==> config.mk <==
export PLATFORM = sky130hd
export DESIGN_NAME = timer16_capture_wave_modes
export DESIGN_NICKNAME = d
export VERILOG_FILES = /design/src/include/timer16_pkg.sv /design/src/design/count_prescaler.sv /design/src/design/timer16_capture_wave_modes.sv /design/src/design/trig_filter.sv
export SDC_FILE = /design/constraint.sdc
export NUM_CORES = 1
export LEC_CHECK = 0
export ABC_AREA = 1
export BUFFER_PORTS_ARGS = -buffer_cell sky130_fd_sc_hd__buf_2
export CORE_MARGIN = 2
export CORE_UTILIZATION = 40
export CTS_CLUSTER_DIAMETER = 30
export DETAILED_ROUTE_END_ITERATION = 16
export HOLD_SLACK_MARGIN = 0.03
export PLACE_DENSITY = 0.6
export RECOVER_POWER = 50
export SLEW_MARGIN = 20
export SYNTH_ARGS = -nofsm -noshare
export SYNTH_HDL_FRONTEND = slang
export SYNTH_HIERARCHICAL = 1
export SYNTH_SLANG_ARGS = --single-unit
==> constraint.sdc <==
create_clock -name ref_clk_i -period 8 [get_ports ref_clk_i]
set_clock_uncertainty 0.15 [all_clocks]
set_input_delay 1.6 -clock ref_clk_i [delete_from_list [all_inputs] [get_ports ref_clk_i]]
set_output_delay 1.6 -clock ref_clk_i [all_outputs]
set_load 0.03 [all_outputs]
==> src/include/timer16_pkg.sv <==
// Constants and types shared by the 16-bit capture and waveform timer.
// Behaviour
// - Two-register free-run: selected trigger A edge copies count into B, raises capture-B irq.
// - Two-register mode: opposite trigger A edge copies count into register A.
// - Triggers sampled on count clock; a level counts only after two equal samples.
// - Trigger A set to both edges: register A never captures from it.
// - Source select 1: trigger B edge leaves A alone but raises match-A irq.
// - Overflow flag stays set until software clears it.
// - Restart mode: trigger A edge loads count into B, then counter restarts at zero.
// - Restart mode accepts only rising or only falling trigger A edge.
// - Output enable and toggle-on-match-A set: output inverts on each A match, every A+1 count clocks in square-wave mode.
// - Square-wave mode: count equal to register A clears and restarts counter.
// - PPG mode drives rectangular wave; B sets width, A sets period.
// - PPG period is A+1 count clocks, active part B+1 count clocks.
// - One-shot pulse started by software or by a trigger A edge.
// - Trigger B edge chosen by its own two select bits like trigger A.
package timer16_pkg;
	typedef logic [15:0] count_t;
	typedef logic [7:0]  presc_t;

	localparam logic [1:0] MODE_STOP      = 2'h0;
	localparam logic [1:0] MODE_FREE      = 2'h1;
	localparam logic [1:0] MODE_RESTART   = 2'h2;
	localparam logic [1:0] MODE_CLR_MATCH = 2'h3;

	localparam logic [1:0] EDGE_FALL = 2'h0;
	localparam logic [1:0] EDGE_RISE = 2'h1;
	localparam logic [1:0] EDGE_NONE = 2'h2;
	localparam logic [1:0] EDGE_BOTH = 2'h3;

	localparam logic [1:0] PRESC_DIV1   = 2'h0;
	localparam logic [1:0] PRESC_DIV4   = 2'h1;
	localparam logic [1:0] PRESC_DIV256 = 2'h2;
	localparam logic [1:0] PRESC_DIV16  = 2'h3;

	localparam presc_t MASK_DIV1   = 8'h00;
	localparam presc_t MASK_DIV4   = 8'h03;
	localparam presc_t MASK_DIV16  = 8'h0F;
	localparam presc_t MASK_DIV256 = 8'hFF;
	localparam presc_t PRESC_ONE   = 8'h01;
	localparam presc_t PRESC_ZERO  = 8'h00;

	localparam count_t COUNT_ZERO = 16'h0000;
	localparam count_t COUNT_ONE  = 16'h0001;
	localparam count_t COUNT_MAX  = 16'hFFFF;

	localparam logic WAVE_IDLE   = 1'b0;
	localparam logic WAVE_ACTIVE = 1'b1;
endpackage : timer16_pkg

==> src/design/count_prescaler.sv <==
// Divider that turns the peripheral clock into a one-cycle count enable.
module count_prescaler (
	input  wire logic       ref_clk_i,
	input  wire logic       rst_i,
	input  wire logic       run_i,
	input  wire logic [1:0] presc_sel_i,
	output logic            tick_o
);
	timer16_pkg::presc_t div_q;
	timer16_pkg::presc_t div_d;
	timer16_pkg::presc_t mask;
	logic                tick_d;

	always_comb begin
		if (presc_sel_i == timer16_pkg::PRESC_DIV4) begin
			mask = timer16_pkg::MASK_DIV4;
		end else if (presc_sel_i == timer16_pkg::PRESC_DIV16) begin
			mask = timer16_pkg::MASK_DIV16;
		end else if (presc_sel_i == timer16_pkg::PRESC_DIV256) begin
			mask = timer16_pkg::MASK_DIV256;
		end else begin
			mask = timer16_pkg::MASK_DIV1;
		end
		tick_d = run_i && ((div_q & mask) == mask);
		if (!run_i) begin
			div_d = timer16_pkg::PRESC_ZERO;
		end else begin
			div_d = div_q + timer16_pkg::PRESC_ONE;
		end
	end

	always_ff @(posedge ref_clk_i) begin
		if (rst_i) begin
			div_q  <= timer16_pkg::PRESC_ZERO;
			tick_o <= 1'b0;
		end else begin
			div_q  <= div_d;
			tick_o <= tick_d;
		end
	end
endmodule : count_prescaler

==> src/design/timer16_capture_wave_modes.sv <==
// 16-bit timer with capture, square-wave, PPG and one-shot output.
module timer16_capture_wave_modes (
	input  wire logic        ref_clk_i,
	input  wire logic        rst_i,
	input  wire logic [1:0]  mode_i,
	input  wire logic [1:0]  presc_sel_i,
	input  wire logic [1:0]  edge_sel_a_i,
	input  wire logic [1:0]  edge_sel_b_i,
	input  wire logic        cap_a_source_sel_i,
	input  wire logic        cap_a_mode_i,
	input  wire logic        cap_b_mode_i,
	input  wire logic        wave_output_enable_i,
	input  wire logic        toggle_on_match_a_i,
	input  wire logic        ppg_mode_i,
	input  wire logic        one_shot_en_i,
	input  wire logic        one_shot_ext_en_i,
	input  wire logic        one_shot_sw_trig_i,
	input  wire logic        ovf_clr_i,
	input  wire logic        reg_a_wr_i,
	input  wire logic        reg_b_wr_i,
	input  wire logic [15:0] wr_data_i,
	input  wire logic        trig_in_a_i,
	input  wire logic        trig_in_b_i,
	output logic      [15:0] main_count_o,
	output logic      [15:0] capcmp_reg_a_o,
	output logic      [15:0] capcmp_reg_b_o,
	output logic             match_a_irq_o,
	output logic             capture_b_irq_o,
	output logic             overflow_flag_o,
	output logic             wave_out_pin_o,
	output logic             one_shot_busy_o
);
	timer16_pkg::count_t count_q;
	timer16_pkg::count_t count_d;
	timer16_pkg::count_t reg_a_q;
	timer16_pkg::count_t reg_a_d;
	timer16_pkg::count_t reg_b_q;
	timer16_pkg::count_t reg_b_d;
	logic                ovf_q;
	logic                ovf_d;
	logic                wave_q;
	logic                wave_d;
	logic                os_busy_q;
	logic                os_busy_d;
	logic                irq_a_q;
	logic                irq_a_d;
	logic                irq_b_q;
	logic                irq_b_d;
	logic                tick;
	logic                run;
	logic [1:0]          pins;
	logic [1:0]          rise;
	logic [1:0]          fall;
	logic                edge_a;
	logic                edge_a_inv;
	logic                edge_b;
	logic                restart_ev;
	logic                os_start;
	logic                match_a;
	logic                match_b;
	logic                cap_a_ev;
	logic                cap_b_ev;
	logic                a_both;

	assign run  = (mode_i != timer16_pkg::MODE_STOP);
	assign pins = {trig_in_b_i, trig_in_a_i};

	count_prescaler u_presc (
		.ref_clk_i   (ref_clk_i),
		.rst_i       (rst_i),
		.run_i       (run),
		.presc_sel_i (presc_sel_i),
		.tick_o      (tick)
	);

	// One noise filter per trigger input.
	for (genvar i = 0; i < 2; i++) begin : g_filt
		trig_filter u_filt (
			.ref_clk_i (ref_clk_i),
			.rst_i     (rst_i),
			.run_i     (run),
			.sample_i  (tick),
			.pin_i     (pins[i]),
			.rise_o    (rise[i]),
			.fall_o    (fall[i])
		);
	end

	function automatic logic edge_hit(input logic [1:0] sel,
					  input logic r, input logic f);
		edge_hit = (sel == timer16_pkg::EDGE_RISE && r) ||
			   (sel == timer16_pkg::EDGE_FALL && f) ||
			   (sel == timer16_pkg::EDGE_BOTH && (r || f));
	endfunction : edge_hit

	// Edge decode and the events that act on the registers.
	always_comb begin
		a_both     = (edge_sel_a_i == timer16_pkg::EDGE_BOTH);
		edge_a     = edge_hit(edge_sel_a_i, rise[0], fall[0]);
		edge_a_inv = (edge_sel_a_i == timer16_pkg::EDGE_RISE && fall[0]) ||
			     (edge_sel_a_i == timer16_pkg::EDGE_FALL && rise[0]);
		edge_b     = edge_hit(edge_sel_b_i, rise[1], fall[1]);
		restart_ev = run && mode_i == timer16_pkg::MODE_RESTART &&
			     edge_a && !a_both;
		os_start   = run && one_shot_en_i &&
			     (one_shot_sw_trig_i || (one_shot_ext_en_i && edge_a));
		match_a    = run && tick && !cap_a_mode_i && count_q == reg_a_q;
		match_b    = run && tick && !cap_b_mode_i && count_q == reg_b_q;
		cap_b_ev   = run && cap_b_mode_i && edge_a;
		if (cap_a_source_sel_i) begin
			cap_a_ev = run && cap_a_mode_i && edge_a_inv && !a_both;
		end else begin
			cap_a_ev = run && cap_a_mode_i && edge_b;
		end
	end

	// Counter, overflow flag and the two capture/compare registers.
	always_comb begin
		count_d = count_q;
		ovf_d   = ovf_q;
		reg_a_d = reg_a_q;
		reg_b_d = reg_b_q;
		if (ovf_clr_i) begin
			ovf_d = 1'b0;
		end
		if (!run) begin
			count_d = timer16_pkg::COUNT_ZERO;
		end else if (restart_ev || os_start) begin
			count_d = timer16_pkg::COUNT_ZERO;
		end else if (tick) begin
			if (mode_i == timer16_pkg::MODE_CLR_MATCH && match_a) begin
				count_d = timer16_pkg::COUNT_ZERO;
			end else begin
				count_d = count_q + timer16_pkg::COUNT_ONE;
			end
			if (count_q == timer16_pkg::COUNT_MAX) begin
				ovf_d = 1'b1;
			end
		end
		if (cap_a_ev) begin
			reg_a_d = count_q;
		end else if (reg_a_wr_i) begin
			reg_a_d = wr_data_i;
		end
		if (cap_b_ev) begin
			reg_b_d = count_q;
		end else if (reg_b_wr_i) begin
			reg_b_d = wr_data_i;
		end
	end

	// Interrupt pulses, one-shot state and the waveform output.
	always_comb begin
		irq_a_d   = match_a || (run && edge_b);
		irq_b_d   = cap_b_ev || match_b;
		os_busy_d = os_busy_q;
		wave_d    = wave_q;
		if (!wave_output_enable_i || !run) begin
			wave_d    = timer16_pkg::WAVE_IDLE;
			os_busy_d = 1'b0;
		end else if (ppg_mode_i) begin
			wave_d = (count_d <= reg_b_q);
		end else if (one_shot_en_i) begin
			if (os_start) begin
				os_busy_d = 1'b1;
				wave_d    = timer16_pkg::WAVE_IDLE;
			end else if (os_busy_q && match_b) begin
				wave_d = timer16_pkg::WAVE_ACTIVE;
			end else if (os_busy_q && match_a) begin
				wave_d    = timer16_pkg::WAVE_IDLE;
				os_busy_d = 1'b0;
			end
		end else if (toggle_on_match_a_i && match_a) begin
			wave_d = !wave_q;
		end
	end

	always_ff @(posedge ref_clk_i) begin
		if (rst_i) begin
			count_q   <= timer16_pkg::COUNT_ZERO;
			reg_a_q   <= timer16_pkg::COUNT_ZERO;
			reg_b_q   <= timer16_pkg::COUNT_ZERO;
			ovf_q     <= 1'b0;
			wave_q    <= timer16_pkg::WAVE_IDLE;
			os_busy_q <= 1'b0;
			irq_a_q   <= 1'b0;
			irq_b_q   <= 1'b0;
		end else begin
			count_q   <= count_d;
			reg_a_q   <= reg_a_d;
			reg_b_q   <= reg_b_d;
			ovf_q     <= ovf_d;
			wave_q    <= wave_d;
			os_busy_q <= os_busy_d;
			irq_a_q   <= irq_a_d;
			irq_b_q   <= irq_b_d;
		end
	end

	assign main_count_o    = count_q;
	assign capcmp_reg_a_o  = reg_a_q;
	assign capcmp_reg_b_o  = reg_b_q;
	assign match_a_irq_o   = irq_a_q;
	assign capture_b_irq_o = irq_b_q;
	assign overflow_flag_o = ovf_q;
	assign wave_out_pin_o  = wave_q;
	assign one_shot_busy_o = os_busy_q;
endmodule : timer16_capture_wave_modes

==> src/design/trig_filter.sv <==
// Noise filter for one trigger input, sampled on the count enable.
module trig_filter (
	input  wire logic ref_clk_i,
	input  wire logic rst_i,
	input  wire logic run_i,
	input  wire logic sample_i,
	input  wire logic pin_i,
	output logic      rise_o,
	output logic      fall_o
);
	logic samp_q;
	logic samp_d;
	logic stable_q;
	logic stable_d;
	logic rise_d;
	logic fall_d;

	// A new level is taken only when two successive samples agree.
	always_comb begin
		samp_d   = samp_q;
		stable_d = stable_q;
		rise_d   = 1'b0;
		fall_d   = 1'b0;
		if (run_i && sample_i) begin
			samp_d = pin_i;
			if (pin_i == samp_q && pin_i != stable_q) begin
				stable_d = pin_i;
				rise_d   = pin_i;
				fall_d   = !pin_i;
			end
		end
	end

	always_ff @(posedge ref_clk_i) begin
		if (rst_i) begin
			samp_q   <= 1'b0;
			stable_q <= 1'b0;
			rise_o   <= 1'b0;
			fall_o   <= 1'b0;
		end else begin
			samp_q   <= samp_d;
			stable_q <= stable_d;
			rise_o   <= rise_d;
			fall_o   <= fall_d;
		end
	end
endmodule : trig_filter

==> metrics.csv <==
metric,value,unit
pin_count_of_the_biggest_net_entering_global_routing,42,
pin_count,93,
combinational_power_share,15.1,%
synth-adder-area-share,4.97,%
drc_errors,0,
power.share.clock,46.6,%
worst-endpoint-required,8.09,ns
layout_setup_ws,2.85,ns
cp_top_family,buffers and inverters,
criticalPathCategory,in -> reg,
gr-total-overflow,0,
min-delay-path-class,reg -> reg,
setup_tns,0,ns
synth_top_cells_by_area,"sky130_fd_sc_hd__dfxtp_1 (31%), sky130_fd_sc_hd__nand2_1 (14%), sky130_fd_sc_hd__nor2_1 (9.4%), sky130_fd_sc_hd__inv_1 (7.0%), sky130_fd_sc_hd__ha_1 (5.0%)",
cp_slowest_stage_delay,1.61,ns
numClockSinks,70,
syn-instance-count,694,
top_library_cells_by_usage_in_the_layout_fill_and_taps_aside,"sky130_fd_sc_hd__nand2_1 (169), sky130_fd_sc_hd__nor2_1 (114), sky130_fd_sc_hd__inv_1 (85), sky130_fd_sc_hd__dfxtp_1 (70), sky130_fd_sc_hd__buf_2 (59)",
finalSetupViolCount,0,
combinational_family_with_the_most_area_after_synthesis,simple AND/OR/NAND/NOR gates,
synth_mux_area_share,0,%
slew_headroom,-54.3,%
critical_path.max_fanout,41,
synthesis.yosys.warnings,6,
global_route_wire_length_before_repair,22700,um
vias,4748,
synth.net_count,752,
place.gp.congestion,0.889,
synth.avg_cell_area,6.53,um2
ant_nets,0,
post_cts_hold_buffers,0,
tightestPinTransition,2.31,ns
violated_checks,"max-capacitance violations, max-slew violations",
hold_viol_final,0,
mappedNetlistArea,4530,um2
dr.first_iter.drc_count,332,
simple_gate_area_share_of_the_yosys_netlist,34.5,%
drt-total-wl,14200,um
rows,38,
die-height,110,um
period_share,64.4,%
post_synth_num_cell_types,35,
chipWidth,110,um
cts_root_buffer,sky130_fd_sc_hd__clkbuf_16,
core_box_area,10900,um2
count_of_buffering_cells_on_the_critical_path_with_inverters_included,3,
synth_area_leader_cell,sky130_fd_sc_hd__dfxtp_1,
postSynthRegisterBits,70,
grt_antenna_before_repair,0,
detailedPlacementHpwl,10600,um
power_report.internal_total,0.000706,W
p_leak,2.60,nW
detail_route.wl_per_cell,15.5,um
synth-seq-area-share,30.9,%
power.share.switching,27.6,%
postSynth.topFlopCell,sky130_fd_sc_hd__dfxtp_1,
length_of_routed_met2_wiring,6530,um
ir_drop,171,uV
dieArea,12200,um2
powerDensity,183,nW/um2
number_of_synthesized_flops_with_an_enable_pin,0,
slowest_stage,sky130_fd_sc_hd__clkbuf_1,
n_antenna_cell,0,
type_of_element_capturing_the_critical_path,register,
drt_pre_antenna_iters,5,
postLayoutCoreUtil,48.7,%
htreeDepth,3,
initial_utilization,41.4,%
grt.total_usage,23.2,%
post_drt_via_cell_ratio,5.19,
crit_arrival,5.24,ns
tritoncts_buffers,9,
finalCriticalPeriod,5.15,ns
synth_compound_gate_area_share,15.9,%
vias_in_the_first_global_route,4540,
cap_viol_max_count,1,
grt_setup_unrepaired,no,
drive_above_1_share,13.2,%
dp_slack,3.75,ns
detailed_place.area,5040,um2
run_status,finished with violations,
buffer_ports.inserted,92,
post_cts_resize_count,0,
yosys.area_share.xor_xnor,2.90,%
switching_power,0.000269,W
layout.nets,828,
syn_to_final_growth,17.5,%
asyncSetResetFlopFracSynth,0,%
final-max-slew-violation-count,42,
wl_met1,6380,um
top_layer,met4,
fmax,194,MHz
cts.reportedPaths.clkPinSlew,0.06,ns
path_cells,"clkbuf_1, clkinv_1, nand3_1, inv_1, nand2_1, nor2_1",
worst_setup_path_start_kind,input pin,
mostFrequentLayoutCell,sky130_fd_sc_hd__nand2_1,
cts.path.max_buffers,2,
cts.repair_timing.setup_buffer_count,0,
yosysTopAreaCellShare,30.9,%
insertion_delay,0.34,ns
wl_met3,1010,um
stdcell_area,5320,um2
seqPwrFrac,38.4,%
tritoncts,done,
==> power by group through the flow <==
stage / Clock, W / Sequential, W / Combinational (W)
after floorplan: 0 / 0.000399 / 0.0000821
after global placement: 0 / 0.000381 / 0.000148
after detailed placement: 0 / 0.000381 / 0.000150
after CTS: 0.000463 / 0.000374 / 0.000150
after global routing: 0.000475 / 0.000376 / 0.000164
final: 0.000454 / 0.000374 / 0.000147
==> worst paths after layout <==
| path | from | end | slack (ns) | cells after the start |
|---|---|---|---|---|
| setup / recovery | rst_i | wave_out_pin_o | 2.85 | 6 |
| hold / removal | u_presc/div_q[0] | u_presc/div_q[0] | 0.30 | 1 |
| hold reg to reg | u_presc/div_q[0] | u_presc/div_q[0] | 0.30 | 1 |
| setup reg to reg | main_count_o[10] | wave_out_pin_o | 4.84 | 21 |
==> sequential cells by signal (all words and copies together), names as in the netlist <==
signal,flops
capcmp_reg_a_o,16
capcmp_reg_b_o,16
main_count_o,16
u_presc/div_q,8
g_filt.u_filt/fall_o,2
g_filt.u_filt/rise_o,2
g_filt.u_filt/samp_q,2
g_filt.u_filt/stable_q,2
capture_b_irq_o,1
match_a_irq_o,1
one_shot_busy_o,1
overflow_flag_o,1
u_presc/tick_o,1
wave_out_pin_o,1
==> area by class of cell <==
type / count / area (um2)
sequential: 70 / 1400
tap: 140 / 175
fill: 1168 / 5610
inverter: 92 / 345
clock buffer: 13 / 270
clock inverter: 3 / 65.1
multi-input combinational: 503 / 2630
timing repair buffer: 94 / 434
==> cell families after synthesis <==
| kind of cell | after synthesis |
|---|---|
| buf+inv | 121 |
| simple gates | 360 |
| compound gates | 110 |
| fa+ha+maj | 18 |
| xor+xnor | 15 |
| flops | 70 |
==> routing by layer <==
metal	up-vias	GRT usage [%]
met4	0	7.08
met5	-	0
met1	2173	29.7
met2	152	38.7
met3	19	5.43
li1	2404	-
==> Yosys cell counts, types with 16 or more instances <==
cell,count
sky130_fd_sc_hd__nand2_1,169
sky130_fd_sc_hd__nor2_1,113
sky130_fd_sc_hd__inv_1,85
sky130_fd_sc_hd__dfxtp_1,70
sky130_fd_sc_hd__a21oi_1,35
sky130_fd_sc_hd__nand3_1,24
sky130_fd_sc_hd__o21ai_0,19
sky130_fd_sc_hd__ha_1,18
sky130_fd_sc_hd__o211ai_1,17
sky130_fd_sc_hd__a211oi_1,16
sky130_fd_sc_hd__o211a_1,16
==> per-stage QoR <==
step	hold slack (ns)	power (W)	std cells
finish	0.302	0.000975	915
detailed placement	0.294	0.000531	899
global placement	0.289	0.000529	899
floorplan	0.278	0.000482	694
global route	0.344	0.00101	915
CTS	0.307	0.000987	915
Power figures use the tool's default switching activity.
